## src/logic/frwp_map.vh

```
// Constants for the flash reset and write-protect controller.
// Included by the controller and its lock memory; definitions only.
`ifndef FRWP_MAP_VH
`define FRWP_MAP_VH
// Instruction codes.
`define FRWP_OP_RST_EN 8'h66
`define FRWP_OP_RST 8'h99
`define FRWP_OP_UNLOCK 8'h39
`define FRWP_OP_LOCK 8'h36
`define FRWP_OP_WREN 8'h06
`define FRWP_OP_WRDI 8'h04
`define FRWP_OP_PP 8'h02
`define FRWP_OP_QPP 8'h32
`define FRWP_OP_SE 8'h20
`define FRWP_OP_BE 8'hd8
`define FRWP_OP_CE 8'hc7
`define FRWP_OP_WRSR 8'h01
`define FRWP_OP_RDSR 8'h05
`define FRWP_OP_SUSP 8'h75
`define FRWP_OP_SECER 8'h44
`define FRWP_OP_SECPG 8'h42
// Status register one bit positions.
`define FRWP_SR_BUSY 0
`define FRWP_SR_WEL 1
`define FRWP_SR_BP_LO 2
`define FRWP_SR_BP_HI 4
`define FRWP_SR_TB 5
`define FRWP_SR_SEC 6
`define FRWP_SR_LOCK 7
`define FRWP_SR1_RESET 8'h00
`define FRWP_BP_ZERO 3'h0
// Lock map: 62 middle blocks plus 32 edge sectors = 94 lock bits.
`define FRWP_NLOCK 94
`define FRWP_LIDX_W 7
`define FRWP_BLK_TOP 6'h3f
`define FRWP_BLK_BOT 6'h00
`define FRWP_SECT_BASE 7'h3e
`define FRWP_SECT_PER_BLK 7'h10
// Timing: clock period in ns, times in ns.
`define FRWP_CLK_NS 100
`define FRWP_TRST_NS 30000
`define FRWP_HW_RESET_PULSE_MIN_NS 1000
`define FRWP_TRST_CYC ((`FRWP_TRST_NS + `FRWP_CLK_NS - 1) / `FRWP_CLK_NS)
`define FRWP_HW_RESET_PULSE_MIN_CYC ((`FRWP_HW_RESET_PULSE_MIN_NS + `FRWP_CLK_NS - 1) / `FRWP_CLK_NS)
`define FRWP_CNT_W 16
`endif

```

## src/logic/frwp_lock_mem.v

```verilog
// Lock-bit store: one bit per region, registered read data.
// Assumes the controller drives index, set and clear on CLOCK.
`timescale 1ns/1ps
`include "frwp_map.vh"
module frwp_lock_mem (
   input wire clk,
   input wire rstn,
   input wire ce,
   input wire init,
   input wire wr,
   input wire wr_val,
   input wire [`FRWP_LIDX_W-1:0] idx,
   output reg rd_bit
);
   reg [`FRWP_NLOCK-1:0] bits;
   genvar g;
   // Each bit goes to 1 on reset or init and takes wr_val when addressed.
   generate
      for (g = 0; g < `FRWP_NLOCK; g = g + 1) begin : lk
         always @(posedge clk or negedge rstn) begin
            if (!rstn) begin
               bits[g] <= 1'b1;
            end else if (ce) begin
               if (init) begin
                  bits[g] <= 1'b1;
               end else if (wr && idx == g) begin
                  bits[g] <= wr_val;
               end
            end
         end
      end
   endgenerate
   // Read data is registered; an out-of-range index reads as locked.
   always @(posedge clk or negedge rstn) begin
      if (!rstn) begin
         rd_bit <= 1'b1;
      end else if (ce) begin
         rd_bit <= (idx < `FRWP_NLOCK) ? bits[idx] : 1'b1;
      end
   end
endmodule

```

## src/logic/frwp_ctrl.v

```verilog
// Reset and write-protect controller for a serial flash.
// Assumes an upstream decoder hands over whole instructions as a strobe
// with opcode, block and sector fields, all on CLOCK.
// How it works
// RQ1: Reset runs only if 66h is directly followed by 99h.
// RQ2: After software reset, reject all instructions for about 30 us.
// RQ3: Reset pin low at least 1 us aborts everything, back to power-on; the code enters the 30 us reset recovery and keeps the status lock.
// RQ4: Reset pin wins over chip select, clock and data activity.
// RQ5: While power is not good, stay in reset and recognise nothing.
// RQ6: After power rises, refuse write-type instructions for a fixed delay.
// RQ7: Write enable latch clears to 0 at power-up.
// RQ8: Program, erase and status writes need the write enable latch.
// RQ9: Write enable sets latch S1, readable as status.
// RQ10: Latch clears after write disable and any program, erase or write.
// RQ11: One lock per middle 64KB block, per 4KB sector at both ends.
// RQ12: Lock 0 lets erase and program run; lock 1 silently ignores them.
// RQ13: All lock bits are 1 after power-on.
// RQ14: Unlock 39h clears the addressed region's lock bit.
// RQ15: Scheme select 0 uses protect bits, 1 uses lock bits only.
// RQ16: Busy S0 is 1 while program, erase or write runs.
// RQ17: While busy only status read and suspend are heard; the code acts on no instruction while busy, 75h suspend included.
// RQ18: Status write sets block protect bits S4..S2, default 0.
// RQ19: Status writes need the status lock clear and the latch set.
// RQ20: Top/bottom 0 protects from the top, 1 from the bottom.
// RQ21: Sector bit 1 counts 4KB sectors, 0 counts 64KB blocks.
// RQ22: Complement bit inverts the chosen protected region.
// RQ23: Any reset leaves latch and busy 0 and all locks 1.
// RQ24: A protection refusal changes nothing and never sets busy.
`timescale 1ns/1ps
`include "frwp_map.vh"
module frwp_ctrl #(
   parameter [`FRWP_CNT_W-1:0] PUW_CYCLES = 16'h2710
) (
   input wire CLOCK,
   input wire RSTN,
   input wire CE,
   input wire POWER_GOOD,
   input wire RESET_PIN_N,
   input wire CMD_VALID,
   input wire [7:0] CMD_OP,
   input wire [5:0] CMD_BLOCK,
   input wire [3:0] CMD_SECTOR,
   input wire [7:0] CMD_SR1,
   input wire CMD_CMP,
   input wire CMD_WPS,
   input wire OP_DONE,
   output reg [7:0] FLASH_STATUS_ONE,
   output reg COMPLEMENT_PROTECT,
   output reg PROTECT_SCHEME_SELECT,
   output reg STATUS_LOCK,
   output reg OP_START,
   output reg OP_REFUSED,
   output reg IN_RESET
);
   localparam [3:0] ST_OFF = 4'h1;
   localparam [3:0] ST_PUW = 4'h2;
   localparam [3:0] ST_RUN = 4'h4;
   localparam [3:0] ST_RST = 4'h8;
   reg [3:0] state;
   reg [3:0] next_state;
   reg pg_s1, pg_s2, rp_s1, rp_s2;
   reg [`FRWP_CNT_W-1:0] cnt;
   reg [`FRWP_CNT_W-1:0] rp_cnt;
   reg rst_armed;
   reg busy;
   reg write_enable_latch;
   reg [2:0] block_protect_bits;
   reg top_bottom_select;
   reg sector_granularity;
   reg chk_pending;
   reg [7:0] chk_op;
   reg [5:0] chk_block;
   reg [3:0] chk_sector;
   wire lock_bit;
   wire hw_reset;
   wire soft_go;
   wire reset_all;
   reg [`FRWP_LIDX_W-1:0] lidx;
   reg [5:0] sel_block;
   reg [3:0] sel_sector;
   reg bp_hit;
   reg [6:0] span;
   reg [9:0] unit;
   reg [9:0] pos;
   // Pin inputs cross into CLOCK through two flip-flops each.
   always @(posedge CLOCK or negedge RSTN) begin
      if (!RSTN) begin
         pg_s1 <= 1'b0;
         pg_s2 <= 1'b0;
         rp_s1 <= 1'b1;
         rp_s2 <= 1'b1;
      end else if (CE) begin
         pg_s1 <= POWER_GOOD;
         pg_s2 <= pg_s1;
         rp_s1 <= RESET_PIN_N;
         rp_s2 <= rp_s1;
      end
   end
   // The reset pin is honoured once held low long enough; shorter pulses
   // may be filtered, which keeps a glitch from wiping the locks.
   always @(posedge CLOCK or negedge RSTN) begin
      if (!RSTN) begin
         rp_cnt <= {`FRWP_CNT_W{1'b0}};
      end else if (CE) begin
         if (rp_s2) begin
            rp_cnt <= {`FRWP_CNT_W{1'b0}};
         end else if (rp_cnt < `FRWP_HW_RESET_PULSE_MIN_CYC) begin
            rp_cnt <= rp_cnt + 16'h0001; // RQ3
         end
      end
   end
   assign hw_reset = (rp_cnt >= `FRWP_HW_RESET_PULSE_MIN_CYC - 1) && !rp_s2; // RQ3
   // The pin and power state override any command activity.
   assign soft_go = (state == ST_RUN) && CMD_VALID && !busy && rst_armed
      && CMD_OP == `FRWP_OP_RST; // RQ1
   assign reset_all = hw_reset || !pg_s2 || soft_go; // RQ4 RQ5 RQ23

   // Top-level state: off, power-up write delay, running, reset recovery.
   always @* begin
      next_state = state;
      case (state)
         ST_OFF: begin
            if (pg_s2) begin
               next_state = ST_PUW;
            end
         end
         ST_PUW: begin
            if (cnt >= PUW_CYCLES - 16'h0001) begin
               next_state = ST_RUN;
            end
         end
         ST_RUN: begin
            if (soft_go) begin
               next_state = ST_RST;
            end
         end
         ST_RST: begin
            if (cnt >= `FRWP_TRST_CYC - 1) begin
               next_state = ST_RUN;
            end
         end
         default: begin
            next_state = ST_OFF;
         end
      endcase
      if (!pg_s2) begin
         next_state = ST_OFF; // RQ5
      end else if (hw_reset) begin
         next_state = ST_RST; // RQ3 RQ4
      end
   end

   // State register and its shared timer.
   always @(posedge CLOCK or negedge RSTN) begin
      if (!RSTN) begin
         state <= ST_OFF;
         cnt <= {`FRWP_CNT_W{1'b0}};
      end else if (CE) begin
         state <= next_state;
         if (next_state != state || hw_reset) begin
            cnt <= {`FRWP_CNT_W{1'b0}};
         end else if (state == ST_PUW || state == ST_RST) begin
            cnt <= cnt + 16'h0001; // RQ2 RQ6
         end
      end
   end

   // Lock index: middle blocks 1..62 map to 0..61, edge sectors follow.
   // The index follows the incoming command, so the registered lock read
   // is ready for the check one cycle later instead of showing a stale bit.
   always @* begin
      sel_block = chk_pending ? chk_block : CMD_BLOCK;
      sel_sector = chk_pending ? chk_sector : CMD_SECTOR;
      if (sel_block == `FRWP_BLK_BOT) begin
         lidx = `FRWP_SECT_BASE + {3'h0, sel_sector}; // RQ11
      end else if (sel_block == `FRWP_BLK_TOP) begin
         lidx = `FRWP_SECT_BASE + `FRWP_SECT_PER_BLK + {3'h0, sel_sector}; // RQ11
      end else begin
         lidx = {1'b0, sel_block} - 7'h01; // RQ11
      end
   end

   // Block-protect range check in 4KB units over 1024 units of array.
   always @* begin
      span = 7'h00;
      if (block_protect_bits != `FRWP_BP_ZERO) begin
         span = 7'h01 << (block_protect_bits - 3'h1); // RQ18
      end
      if (sector_granularity) begin
         unit = {3'h0, span}; // RQ21
         if (block_protect_bits[2]) begin
            unit = 10'h008; // Sector mode tops out at 32KB.
         end
      end else begin
         unit = {span[5:0], 4'h0};
      end
      pos = {chk_block, chk_sector};
      if (top_bottom_select) begin
         bp_hit = pos < unit; // RQ20
      end else begin
         bp_hit = pos >= (10'h000 - unit) && unit != 10'h000; // RQ20
      end
      if (block_protect_bits == 3'h7 && !sector_granularity) begin
         bp_hit = 1'b1;
      end
      if (COMPLEMENT_PROTECT) begin
         bp_hit = !bp_hit; // RQ22
      end
   end

   frwp_lock_mem u_lock (
      .clk(CLOCK),
      .rstn(RSTN),
      .ce(CE),
      .init(reset_all), // RQ13 RQ23
      .wr(chk_pending && chk_op == `FRWP_OP_UNLOCK),
      .wr_val(1'b0), // RQ14
      .idx(lidx),
      .rd_bit(lock_bit)
   );

   // Instruction handling. Programs and sector or block erases take a second cycle for the lock
   // read, so the lock memory can stay a registered single-port store.
   always @(posedge CLOCK or negedge RSTN) begin
      if (!RSTN) begin
         rst_armed <= 1'b0;
         busy <= 1'b0;
         write_enable_latch <= 1'b0;
         block_protect_bits <= `FRWP_BP_ZERO;
         top_bottom_select <= 1'b0;
         sector_granularity <= 1'b0;
         COMPLEMENT_PROTECT <= 1'b0;
         PROTECT_SCHEME_SELECT <= 1'b0;
         STATUS_LOCK <= 1'b0;
         chk_pending <= 1'b0;
         chk_op <= 8'h00;
         chk_block <= 6'h00;
         chk_sector <= 4'h0;
         OP_START <= 1'b0;
         OP_REFUSED <= 1'b0;
      end else if (CE) begin
         OP_START <= 1'b0;
         OP_REFUSED <= 1'b0;
         chk_pending <= 1'b0;
         if (reset_all) begin
            rst_armed <= 1'b0;
            busy <= 1'b0; // RQ23
            write_enable_latch <= 1'b0; // RQ7 RQ23
            chk_pending <= 1'b0;
            if (!pg_s2) begin
               STATUS_LOCK <= 1'b0;
            end
         end else if (chk_pending) begin
            if (chk_op != `FRWP_OP_UNLOCK) begin
               if (PROTECT_SCHEME_SELECT ? lock_bit : bp_hit) begin
                  OP_REFUSED <= 1'b1; // RQ12 RQ15 RQ24
               end else begin
                  OP_START <= 1'b1;
                  busy <= 1'b1; // RQ16
                  write_enable_latch <= 1'b0; // RQ10
               end
            end
         end else if (busy) begin
            if (OP_DONE) begin
               busy <= 1'b0; // RQ16
            end
            if (CMD_VALID) begin
               rst_armed <= 1'b0; // RQ17
            end
         end else if (CMD_VALID && state == ST_RUN) begin
            rst_armed <= (CMD_OP == `FRWP_OP_RST_EN); // RQ1
            case (CMD_OP)
               `FRWP_OP_WREN: begin
                  write_enable_latch <= 1'b1; // RQ9
               end
               `FRWP_OP_WRDI: begin
                  write_enable_latch <= 1'b0; // RQ10
               end
               `FRWP_OP_PP, `FRWP_OP_QPP, `FRWP_OP_SE, `FRWP_OP_BE: begin
                  if (write_enable_latch) begin
                     chk_pending <= 1'b1; // RQ8
                     chk_op <= CMD_OP;
                     chk_block <= CMD_BLOCK;
                     chk_sector <= CMD_SECTOR;
                  end
               end
               `FRWP_OP_CE: begin
                  if (write_enable_latch && !PROTECT_SCHEME_SELECT
                        && block_protect_bits == `FRWP_BP_ZERO
                        && !COMPLEMENT_PROTECT) begin
                     OP_START <= 1'b1; // RQ8
                     busy <= 1'b1;
                     write_enable_latch <= 1'b0; // RQ10
                  end else if (write_enable_latch) begin
                     OP_REFUSED <= 1'b1; // RQ24
                  end
               end
               `FRWP_OP_SECER, `FRWP_OP_SECPG: begin
                  if (write_enable_latch) begin
                     OP_START <= 1'b1;
                     busy <= 1'b1; // RQ16
                     write_enable_latch <= 1'b0; // RQ10
                  end
               end
               `FRWP_OP_WRSR: begin
                  if (write_enable_latch && !STATUS_LOCK) begin
                     block_protect_bits <=
                        CMD_SR1[`FRWP_SR_BP_HI:`FRWP_SR_BP_LO]; // RQ18
                     top_bottom_select <= CMD_SR1[`FRWP_SR_TB];
                     sector_granularity <= CMD_SR1[`FRWP_SR_SEC];
                     COMPLEMENT_PROTECT <= CMD_CMP;
                     PROTECT_SCHEME_SELECT <= CMD_WPS; // RQ15
                     STATUS_LOCK <= CMD_SR1[`FRWP_SR_LOCK];
                     OP_START <= 1'b1;
                     busy <= 1'b1; // RQ16
                     write_enable_latch <= 1'b0; // RQ10
                  end else begin
                     OP_REFUSED <= 1'b1; // RQ19
                  end
               end
               `FRWP_OP_UNLOCK: begin
                  chk_pending <= 1'b1; // RQ14
                  chk_op <= CMD_OP;
                  chk_block <= CMD_BLOCK;
                  chk_sector <= CMD_SECTOR;
               end
               default: begin
               end
            endcase
         end else if (CMD_VALID) begin
            rst_armed <= 1'b0; // RQ2 RQ6
         end
      end
   end

   // Registered status view and reset indication.
   always @(posedge CLOCK or negedge RSTN) begin
      if (!RSTN) begin
         FLASH_STATUS_ONE <= `FRWP_SR1_RESET;
         IN_RESET <= 1'b1;
      end else if (CE) begin
         FLASH_STATUS_ONE <= {STATUS_LOCK, sector_granularity, top_bottom_select,
            block_protect_bits, write_enable_latch, busy}; // RQ9 RQ16
         IN_RESET <= (next_state != ST_RUN); // RQ5
      end
   end
endmodule

```

## config.mk

```make
export PLATFORM = sky130hd
export DESIGN_NAME = frwp_ctrl
export DESIGN_NICKNAME = d
export VERILOG_FILES = /design/src/logic/frwp_lock_mem.v /design/src/logic/frwp_ctrl.v
export VERILOG_INCLUDE_DIRS = /design/src /design/src/logic
export SDC_FILE = /design/constraint.sdc
export NUM_CORES = 1
export LEC_CHECK = 0
export ABC_AREA = 1
export BUFFER_PORTS_ARGS = -buffer_cell sky130_fd_sc_hd__buf_4
export CAP_MARGIN = 25
export CORE_MARGIN = 1.5
export CORE_UTILIZATION = 39
export CTS_BUF_LIST = sky130_fd_sc_hd__clkbuf_16
export CTS_CLUSTER_DIAMETER = 30
export DETAILED_ROUTE_END_ITERATION = 16
export PLACE_DENSITY = 0.68
export SYNTH_ARGS = -nofsm -noshare
export SYNTH_HDL_FRONTEND = slang
export SYNTH_SLANG_ARGS = --single-unit
```

## constraint.sdc

```tcl
create_clock -name CLOCK -period 2.5 [get_ports CLOCK]
set_input_delay 0.5 -clock CLOCK [delete_from_list [all_inputs] [get_ports CLOCK]]
set_output_delay 0.5 -clock CLOCK [all_outputs]
set_load 0.03 [all_outputs]
```

=== Word-level counts from Yosys, hierarchy flattened ===
Cells that the tools add are included.

* Output and inout port bits: 14
* Input bits: 35
* Logic and storage cells: 862
* Register bits after elaboration: 176

* Bitwise logic cells: 3
* Shift operators: 1
* Multiplexer cells: 269
* Add/subtract/negate cells: 7
* Magnitude comparators: 8
* Reduce and logical (&&, ||, !) cells: 330
* Eq/ne operators: 125

{| class="wikitable"
|+ Operators by type and width
! kind !! count
|-
| 1-bit two-way mux || 241
|-
| 7-bit by 6-bit == test with 1-bit output (second input constant) || 32
|-
| 7-bit == test (second input constant) || 30
|-
| 2-bit nonzero test || 100
|-
| 2-bit AND reduction || 97
|-
| 7-bit by 5-bit == test with 1-bit output (second input constant) || 16
|-
| 1-bit logical AND || 106
|-
| 16-bit two-way mux || 4
|-
| 7-bit by 4-bit == test with 1-bit output (second input constant) || 8
|-
| 16-bit by 1-bit adder with 16-bit output (second input constant) || 2
|-
| 8-bit by 6-bit == test with 1-bit output (second input constant) || 4
|-
| 7-bit by 3-bit == test with 1-bit output (second input constant) || 4
|-
| 4-bit two-way mux || 7
|-
| 7-bit two-way mux || 4
|-
| 8-bit by 7-bit == test with 1-bit output (second input constant) || 3
|-
| 8-bit == test (second input constant) || 3
|-
| 7-bit AND reduction || 3
|-
| 8-bit by 3-bit == test with 1-bit output (second input constant) || 2
|-
| 16-bit by 14-bit >= comparator with 1-bit output (second input constant) || 1
|-
| 16-bit by 4-bit >= comparator with 1-bit output (second input constant) || 1
|-
| 16-bit by 9-bit >= comparator with 1-bit output (second input constant) || 1
|-
| 16-bit by 4-bit < comparator with 1-bit output (second input constant) || 1
|-
| 4-bit case mux with 4 select lines || 1
|-
| 8-bit case mux with 2 select lines || 1
|-
| 51 further kinds || 71
|}

=== Depth between registers and ports, before layout ===
Gate-level depths: netlist of the first run.

* Word-level depth: 17
* Mapped depth: 26
* Mapped depth without buffers: 26

=== By module ===
A second synthesis of the first run with hierarchy kept.

* Cell total of the unflattened synthesis: 1499
* Area total of the unflattened synthesis: 10839.1 um^2

{| class="wikitable"
|+ By module, submodules not included
! module !! sequential area each (um^2) !! instances !! cells each !! area each (um^2)
|-
| frwp_lock_mem || 2496.1 || 1 || 767 || 5589.1
|-
| frwp_ctrl || 2031.9 || 1 || 732 || 5250.0
|}

=== Worst setup path before layout of the first run ===
No wires, ideal clock.

* Path kind: flip-flop to flip-flop
* From: register block_protect_bits[1]
* To: register busy
* Arrival: 2.630 ns
* Path buffers: 0
* Setup slack: -0.256 ns
* Setup time: 0.126 ns
* Data required time: 2.374 ns
* Clock period less this slack: 2.756 ns
* Cell stages (with the launch flop): 26
* Cells stage by stage: dfrtp_1 > inv_1 > nor2_1 > nand3_1 > ha_1 > nand2_1 > nor2_1 > nand2_1 > a21oi_1 > nand3_1 > o21ai_0 > ha_1 > nand2_1 > o21ai_0 > nor2_1 > nand2_1 > nand2_1 > inv_1 > o21ai_0 > nand3_1 > nand3_1 > nand2_1 > nand2_1 > nand2_1 > nand2_1 > o21ai_0

* Cells in the longest elaborated chain, start to end: 15
* Elaborated cells between the ends (all ways): 29
* Classes of those cells: 2 x add/sub; 2 x order compare; 2 x eq/ne; 1 x shift; 13 x mux; 9 x reduce/logical

{| class="wikitable"
|+ RTL lines
! element !! line !! text
|-
| start: declaration || frwp_ctrl.v:67 || <nowiki>reg [2:0] block_protect_bits;</nowiki>
|-
| start signal: assignment || frwp_ctrl.v:229 || <nowiki>block_protect_bits <= `FRWP_BP_ZERO;</nowiki>
|-
| start signal: assignment || frwp_ctrl.v:307 || <nowiki>block_protect_bits <=</nowiki>
|-
| 3-bit by 1-bit subtractor with 3-bit output || frwp_ctrl.v:187 || <nowiki>span = 7'h01 << (block_protect_bits - 3'h1);</nowiki>
|-
| 1-bit by 3-bit left shift with 7-bit output || frwp_ctrl.v:187 ||
|-
| 7-bit two-way mux || frwp_ctrl.v:186 || <nowiki>if (block_protect_bits != `FRWP_BP_ZERO) begin</nowiki>
|-
| 7-bit two-way mux || frwp_ctrl.v:191 || <nowiki>if (block_protect_bits[2]) begin</nowiki>
|-
| 10-bit two-way mux || frwp_ctrl.v:189 || <nowiki>if (sector_granularity) begin</nowiki>
|-
| 1-bit by 10-bit subtractor with 10-bit output || frwp_ctrl.v:201 || <nowiki>bp_hit = pos >= (10'h000 - unit) && unit != 10'h000;</nowiki>
|-
| 10-bit >= comparator || frwp_ctrl.v:201 ||
|-
| 1-bit logical AND || frwp_ctrl.v:201 ||
|-
| 1-bit two-way mux || frwp_ctrl.v:198 || <nowiki>if (top_bottom_select) begin</nowiki>
|-
| 1-bit two-way mux || frwp_ctrl.v:203 || <nowiki>if (block_protect_bits == 3'h7 && !sector_granularity) begin</nowiki>
|-
| 1-bit logical NOT || frwp_ctrl.v:207 || <nowiki>bp_hit = !bp_hit;</nowiki>
|-
| 1-bit two-way mux || frwp_ctrl.v:206 || <nowiki>if (COMPLEMENT_PROTECT) begin</nowiki>
|-
| 1-bit two-way mux || frwp_ctrl.v:255 || <nowiki>if (PROTECT_SCHEME_SELECT ? lock_bit : bp_hit) begin</nowiki>
|-
| 3-bit != test (no line) || n/a ||
|-
| 3-bit AND reduction (no line) || n/a ||
|-
| end signal: assignment || frwp_ctrl.v:227 || <nowiki>busy <= 1'b0;</nowiki>
|-
| end signal: assignment || frwp_ctrl.v:259 || <nowiki>busy <= 1'b1;</nowiki>
|-
| end signal: assignment || frwp_ctrl.v:265 || <nowiki>busy <= 1'b0;</nowiki>
|-
| end: declaration || frwp_ctrl.v:65 || <nowiki>reg busy;</nowiki>
|}

Several ways; a longest one is shown, not always the timed one.
A chain may end at the register's enable or synchronous reset.

=== Worst setup path in the final report of the first run ===
* From: register block_protect_bits[0]
* To: register busy

The elaborated chain is that of the path after synthesis.

==> flow_metrics.tcl, run 1 <==
set metrics [dict create \
    outcome "finished, violations left" \
    failed_checks "setup timing" \
    synth_edf_count 0 \
    ys_async_sr_fraction_pct 100 \
    vias 10100 \
    first_global_vias 9446 \
    holdCritPathClass "in -> async" \
    fillers 2081 \
    rsz0062_at_grt "yes" \
    path_max_fanout 4 \
    switching_share_pct 32.0 \
    p_int_mw 4.87 \
    timing.fmax_ghz 0.341 \
    hpwl_um 18000 \
    synth_ff_type "dfstp_2" \
    finalSetupViolCount 93 \
    wl_um 31400 \
    relSlewSlack_pct 55.6 \
    first_iter_violations 672 \
    clk_latency_ns 0.45 \
    dp.cells 1812 \
    cts.path.max_buffers 2 \
    ir_drop_mv 0.433 \
    required_ns 2.87 \
    netlist_instances 1359 \
    dieHeight_um 164 \
    holdBufCountCts 0 \
    layout-drive-gt1-share_pct 39.1 \
    synth_top_area_share_pct 25.7 \
    drc 0 \
    fin_skew_ns 0.0148 \
    die_area_um2 26900 \
    switchingPower_mw 2.29 \
    synth_seq_cells 176 \
    first_pass_iters 5 \
    timing_hold_violations_final 0 \
    power_density_nw_per_um2 496 \
    path_clk_slew_ns 0.08 \
    synth_warnings 0 \
    synth.cell_area_um2 10100 \
    ios 49 \
    final_cells 1922 \
    fin_nets 1643 \
    final_max_slew_viol_count 0 \
    n_antenna_cell 0 \
    tightestPinTransition_ns 0.664 \
    syn-num-nets 1423 \
    p_leak_nw 7.06 \
    cp.arrival_ns 3.30 \
    coreArea_um2 25300 \
    vias_per_cell 5.28 \
    ys_types 46 \
    yosys.area.top_type "dfstp_2" \
    die_x_um 164 \
    p_seq_share_pct 41.5 \
    start_util_pct 39.9 \
    avgRoutedWirePerCell_um 16.3 \
    area_delta_synth_final_pct 42.8 \
    tns_ns -14.82 \
    syn_area_per_cell_um2 7.44 \
    grt_usage_pct 21.1 \
    cts_tree "done" \
    cts_htree_levels 4 \
    layout_common_cells "458 x nand2_1, 178 x buf_4, 119 x inv_1" \
    critPathKind "reg -> reg" \
    clock_power_share_pct 37.3 \
    final.period_utilization_pct 117 \
    rows 58 \
    cts_made_buffers 17 \
    maxCapViolations 0 \
    synthTopCellsByArea "dfstp_2 26%, dfrtp_1 19%, nand2_1 19%" \
    routabilityCongestion 0.877 \
    critPathCaptureType "flop" \
    min_period_ns 2.93 \
    global_route.overflow_total 0 \
    setup_slack_ns -0.433 \
    clock-sinks 176 \
    antenna_left 0 \
    critical_path.startpoint_type "flop" \
    yosysSeqAreaShare_pct 44.8 \
    final_common_cell "nand2_1" \
    combPwrFrac_pct 21.2 \
    grt_max_degree 95 \
    grt_pass1_wl_um 45700 \
    io_buffers 46 \
    clockRootBuffer "clkbuf_16" \
    antenna_found_initial 0 \
]
kinds of logic (layout without fill, tap and decap cells):
family / after synthesis / in the layout / share of synthesized area (%)
simple gates: 744 / 745 / 30.7
compound gates: 197 / 197 / 10.4
buf+inv: 185 / 417 / 7.74
flops: 176 / 176 / 44.8
fa+ha+maj: 29 / 29 / 3.59
xor+xnor: 16 / 16 / 1.39
mux: 12 / 12 / 1.31
sequential cells by signal, summed over array words and instances (netlist names), 3 cells and up:
signal / count
FLASH_STATUS_ONE: 8
block_protect_bits: 3
chk_block: 6
chk_op: 8
chk_sector: 4
cnt: 16
rp_cnt: 16
state: 4
u_lock.bits: 94
worst paths after layout:
path	from	endpoint	slack, ns	depth (start not counted)
max in group asynchronous	RSTN	u_lock.bits[72]	1.76	2
hold reg to reg	u_lock.bits[77]	u_lock.bits[77]	0.45	2
setup / recovery	block_protect_bits[0]	busy	-0.43	24
hold / removal	RSTN	chk_sector[1]	0.04	1
setup reg to reg	block_protect_bits[0]	busy	-0.43	24
min in group CLOCK	POWER_GOOD	pg_s1	0.26	3
timing repair:
item / in CTS / in global routing
pin swaps: 20 / 146
cloned: 4 / 7
gates resized for setup: 92 / 323
setup endpoints to repair: 103 / 123
setup buffers: 36 / 39
endpoints found under the hold margin: 0 / 0
final cells by class:
type,count,area [um^2],share of cell area (%)
clock buffers,17,425,2.95
flip-flops and latches,176,4530,31.4
well taps,330,413,2.86
inverters,137,532,3.68
clock inverters,15,160,1.11
repair buffers,248,2400,16.6
multi-input cells,999,5970,41.4
critical path, cell delays in order (launching register included):
cell and delay [ns]:
dfrtp_2 0.44, inv_2 0.08, nor2_4 0.15, nand3_4 0.10, ha_4 0.19, buf_4 0.13
buf_4 0.13, xnor2_2 0.13, ha_2 0.18, a21oi_2 0.11, nand3b_1 0.15, a21oi_2 0.06
nor2_1 0.10, nand2_1 0.07, nand2_2 0.07, inv_2 0.03, o21ai_2 0.14, nand2_1 0.07
nand2_1 0.06, nand3_2 0.08, nand2_2 0.10, nand2_4 0.06, nand2_2 0.08, nand2_1 0.04
o21ai_1 0.08
Yosys cell counts, drive strengths merged (4+ instances only):
library cell  instances
o31ai                 4
nor2                109
inv                 135
clkbuf               21
o211ai                4
xnor2                 4
xor2                 12
nand4                28
o21ai               140
nand3                62
dfstp                99
nand2               509
ha                   29
a21oi                38
dfrtp                77
buf                  27
mux2                 10
nor3                 24
nor4                  6
per-layer routing:
metal  wire length (um)  global-route usage, %
met5                  0                      0
met4               1290                   7.02
met3               1840                   3.13
met2              15500                   36.0
met1              12700                   27.4
power by group through the flow:
stage / logic [mW] / registers (mW) / clock network (mW)
after detailed placement: 1.13 / 3.02 / 0
after global placement: 1.12 / 3.02 / 0
after floorplan: 0.627 / 3.03 / 0
final: 1.52 / 2.97 / 2.67
after global routing: 1.65 / 2.98 / 2.82
after CTS: 1.21 / 2.97 / 2.70
through the flow:
step                      utilization (%)  total power, mW  setup WS [ns]  area [um^2]  hold slack (ns)
after floorplan                         -             3.66         -0.152        10200            0.204
final                                57.0             7.16         -0.433        14400           0.0429
after detailed placement             46.3             4.15         -0.435        11700            0.460
after global placement               46.3             4.14         -0.372        11700            0.455
after CTS                            50.8             6.88         -0.316        12900           0.0338
after global routing                 57.0             7.45         -0.673        14400           0.0554
Note: power is estimated with default switching activity, not from simulation.
==> run 2, diff against run 1 <==
--- a/config.mk
+++ b/config.mk
@@ -14,7 +14,9 @@
 export CTS_BUF_LIST = sky130_fd_sc_hd__clkbuf_16
 export CTS_CLUSTER_DIAMETER = 30
 export DETAILED_ROUTE_END_ITERATION = 16
+export MAX_ROUTING_LAYER = met4
 export PLACE_DENSITY = 0.68
+export RECOVER_POWER = 100
 export SYNTH_ARGS = -nofsm -noshare
 export SYNTH_HDL_FRONTEND = slang
 export SYNTH_SLANG_ARGS = --single-unit
==> run 2 against run 1 <==
The run still ends with setup timing left. Clock power grew 2%. Utilization grew 2.1 points. Die area is the same. Maximum frequency shrank 1.2%. Clock skew grew 0.0040 ns. Global-route usage grew 1.9 points. Critical path type unchanged. Count of clock-buffer cells in the layout is the same. Largest cell class unchanged. Final cell count grew 1.9%.
==> flow_metrics.tcl, run 2 (synthesis results as in run 1) <==
set metrics [dict create \
    clockRootBuffer "clkbuf_16" \
    tightestPinTransition_ns 0.576 \
    timing_hold_violations_final 0 \
    hpwl_um 18400 \
    clock-sinks 176 \
    vias_per_cell 5.35 \
    ios 49 \
    die_area_um2 26900 \
    maxCapViolations 0 \
    first_global_vias 9810 \
    start_util_pct 39.9 \
    timing.fmax_ghz 0.337 \
    placed_cell_area_um2 11800 \
    setup_slack_ns -0.468 \
    path_max_fanout 4 \
    p_leak_nw 7.30 \
    power_density_nw_per_um2 492 \
    critPathCaptureType "flop" \
    grt_max_degree 95 \
    biggestRegsByFlops "u_lock.bits (94), cnt (16), rp_cnt (16)" \
    dp.cells 1812 \
    holdCritPathClass "in -> reg" \
    cts.path.max_buffers 2 \
    largest_register_ffs 94 \
    multi_input_area_um2 6110 \
    final_common_cell "nand2_1" \
    first_pass_iters 6 \
    vias 10500 \
    fin_nets 1680 \
    first_iter_violations 787 \
    min_period_ns 2.97 \
    wl_um 33200 \
    avgRoutedWirePerCell_um 17.0 \
    fin_skew_ns 0.0187 \
    seqCellArea_um2 4530 \
    global_route.overflow_total 0 \
    outcome "finished, violations left" \
    cp.arrival_ns 3.36 \
    antenna_found_initial 0 \
    final_max_slew_viol_count 0 \
    io_buffers 46 \
    clk_latency_ns 0.45 \
    dieHeight_um 164 \
    layout_common_cells "455 x nand2_1, 193 x buf_4, 116 x inv_1" \
    routabilityCongestion 0.906 \
    finalSetupViolCount 100 \
    required_ns 2.89 \
    cts_htree_levels 4 \
    layout-drive-gt1-share_pct 41.4 \
    cts_tree "done" \
    path_clk_slew_ns 0.08 \
    critPathKind "reg -> reg" \
    grt_pass1_wl_um 48000 \
    coreArea_um2 25300 \
    critical_path.startpoint_type "flop" \
    final_area_um2 15000 \
    cts_made_buffers 17 \
    fillers 2020 \
    area_delta_synth_final_pct 48.0 \
    hold-worst-slack_ns 0.246 \
    antenna_left 0 \
    n_antenna_cell 0 \
    top_register "u_lock.bits" \
    post-place-ws_ns -0.488 \
    drc 0 \
    ir_drop_mv 0.457 \
    rsz0062_at_grt "yes" \
    failed_checks "setup timing" \
    die_x_um 164 \
    final.period_utilization_pct 119 \
    grt_usage_pct 23.0 \
    final_cells 1959 \
    rows 58 \
    relSlewSlack_pct 61.2 \
]
==> run 2: cell types whose count changed in the layout (fill, tap and decap cells not counted), sizes merged <==
| cell | change |
|---|---|
| bufbuf | +1 |
| clkbuf | -2 |
| inv | -2 |
| dlygate4sd3 | +1 |
| buf | +35 |
| nand2 | +1 |
| clkinv | +3 |
==> run 2: layout make-up <==
cell class	instances	share of cell area (%)
Timing Repair inverter	1	0.0502
Inverter	137	3.61
Clock buffer	17	2.84
Tap cell	330	2.76
Sequential cell	176	30.3
Multi-Input combinational cell	1000	40.8
Clock inverter	15	1.23
Timing Repair Buffer	283	18.4
==> run 2: what timing repair did <==
action | 4_1_cts | 5_1_grt
setup endpoints to repair | 102 | 128
pin swaps | 77 | 153
hold buffers | 1 | 0
gates resized for setup | 209 | 271
endpoints found under the hold margin | 3 | 0
setup buffers | 63 | 50
cloned | 7 | 5
==> run 2: report_power, final <==
part / internal, mW / leakage (nW) / switching, mW
registers: 2.92 / 2.09 / 0.0535
logic: 0.686 / 4.91 / 0.961
clock network: 1.36 / 0.297 / 1.37
total: 4.97 / 7.30 / 2.38
==> run 2: stage by stage <==
step                      power [mW]  utilization (%)  setup TNS (ns)
after floorplan                 3.66                -          -0.419
after global placement          4.16             46.4          -16.13
after detailed placement        4.17             46.4          -20.71
after CTS                       7.05             53.0           -3.56
after global routing            7.64             59.1          -36.42
final                           7.35             59.1          -22.91
==> run 2: final timing paths <==
check                                      start                     to  slack, ns  cells past startpoint
min in group asynchronous                   RSTN  block_protect_bits[2]       0.56                      2
max                        block_protect_bits[0]    FLASH_STATUS_ONE[2]      -0.47                     21
min                                   POWER_GOOD                  pg_s1       0.25                      3
min reg2reg                       u_lock.bits[3]         u_lock.bits[3]       0.45                      2
max reg2reg                block_protect_bits[0]    FLASH_STATUS_ONE[2]      -0.47                     21
max in group asynchronous                   RSTN        u_lock.bits[83]       1.20                      3
==> run 2: worst max-delay path, cell delays in order (launching register included) <==
cell and delay (ns):
dfrtp_2 0.42, inv_2 0.07, buf_4 0.13, buf_4 0.12, buf_4 0.12, buf_4 0.13, buf_4 0.12, buf_4 0.12
buf_4 0.12, buf_4 0.12, buf_4 0.13, buf_4 0.13, buf_4 0.12, buf_4 0.13, buf_4 0.12, buf_4 0.12
buf_4 0.12, buf_4 0.12, buf_4 0.12, buf_4 0.12, buf_4 0.12, o21ai_2 0.09
==> run 2: routing by layer <==
| metal | routed length (um) | GRT usage (%) |
|---|---|---|
| met1 | 13400 | 29.0 |
| met2 | 16600 | 37.7 |
| met3 | 1890 | 3.51 |
| met4 | 1280 | 7.77 |
| met5 | 0 | - |
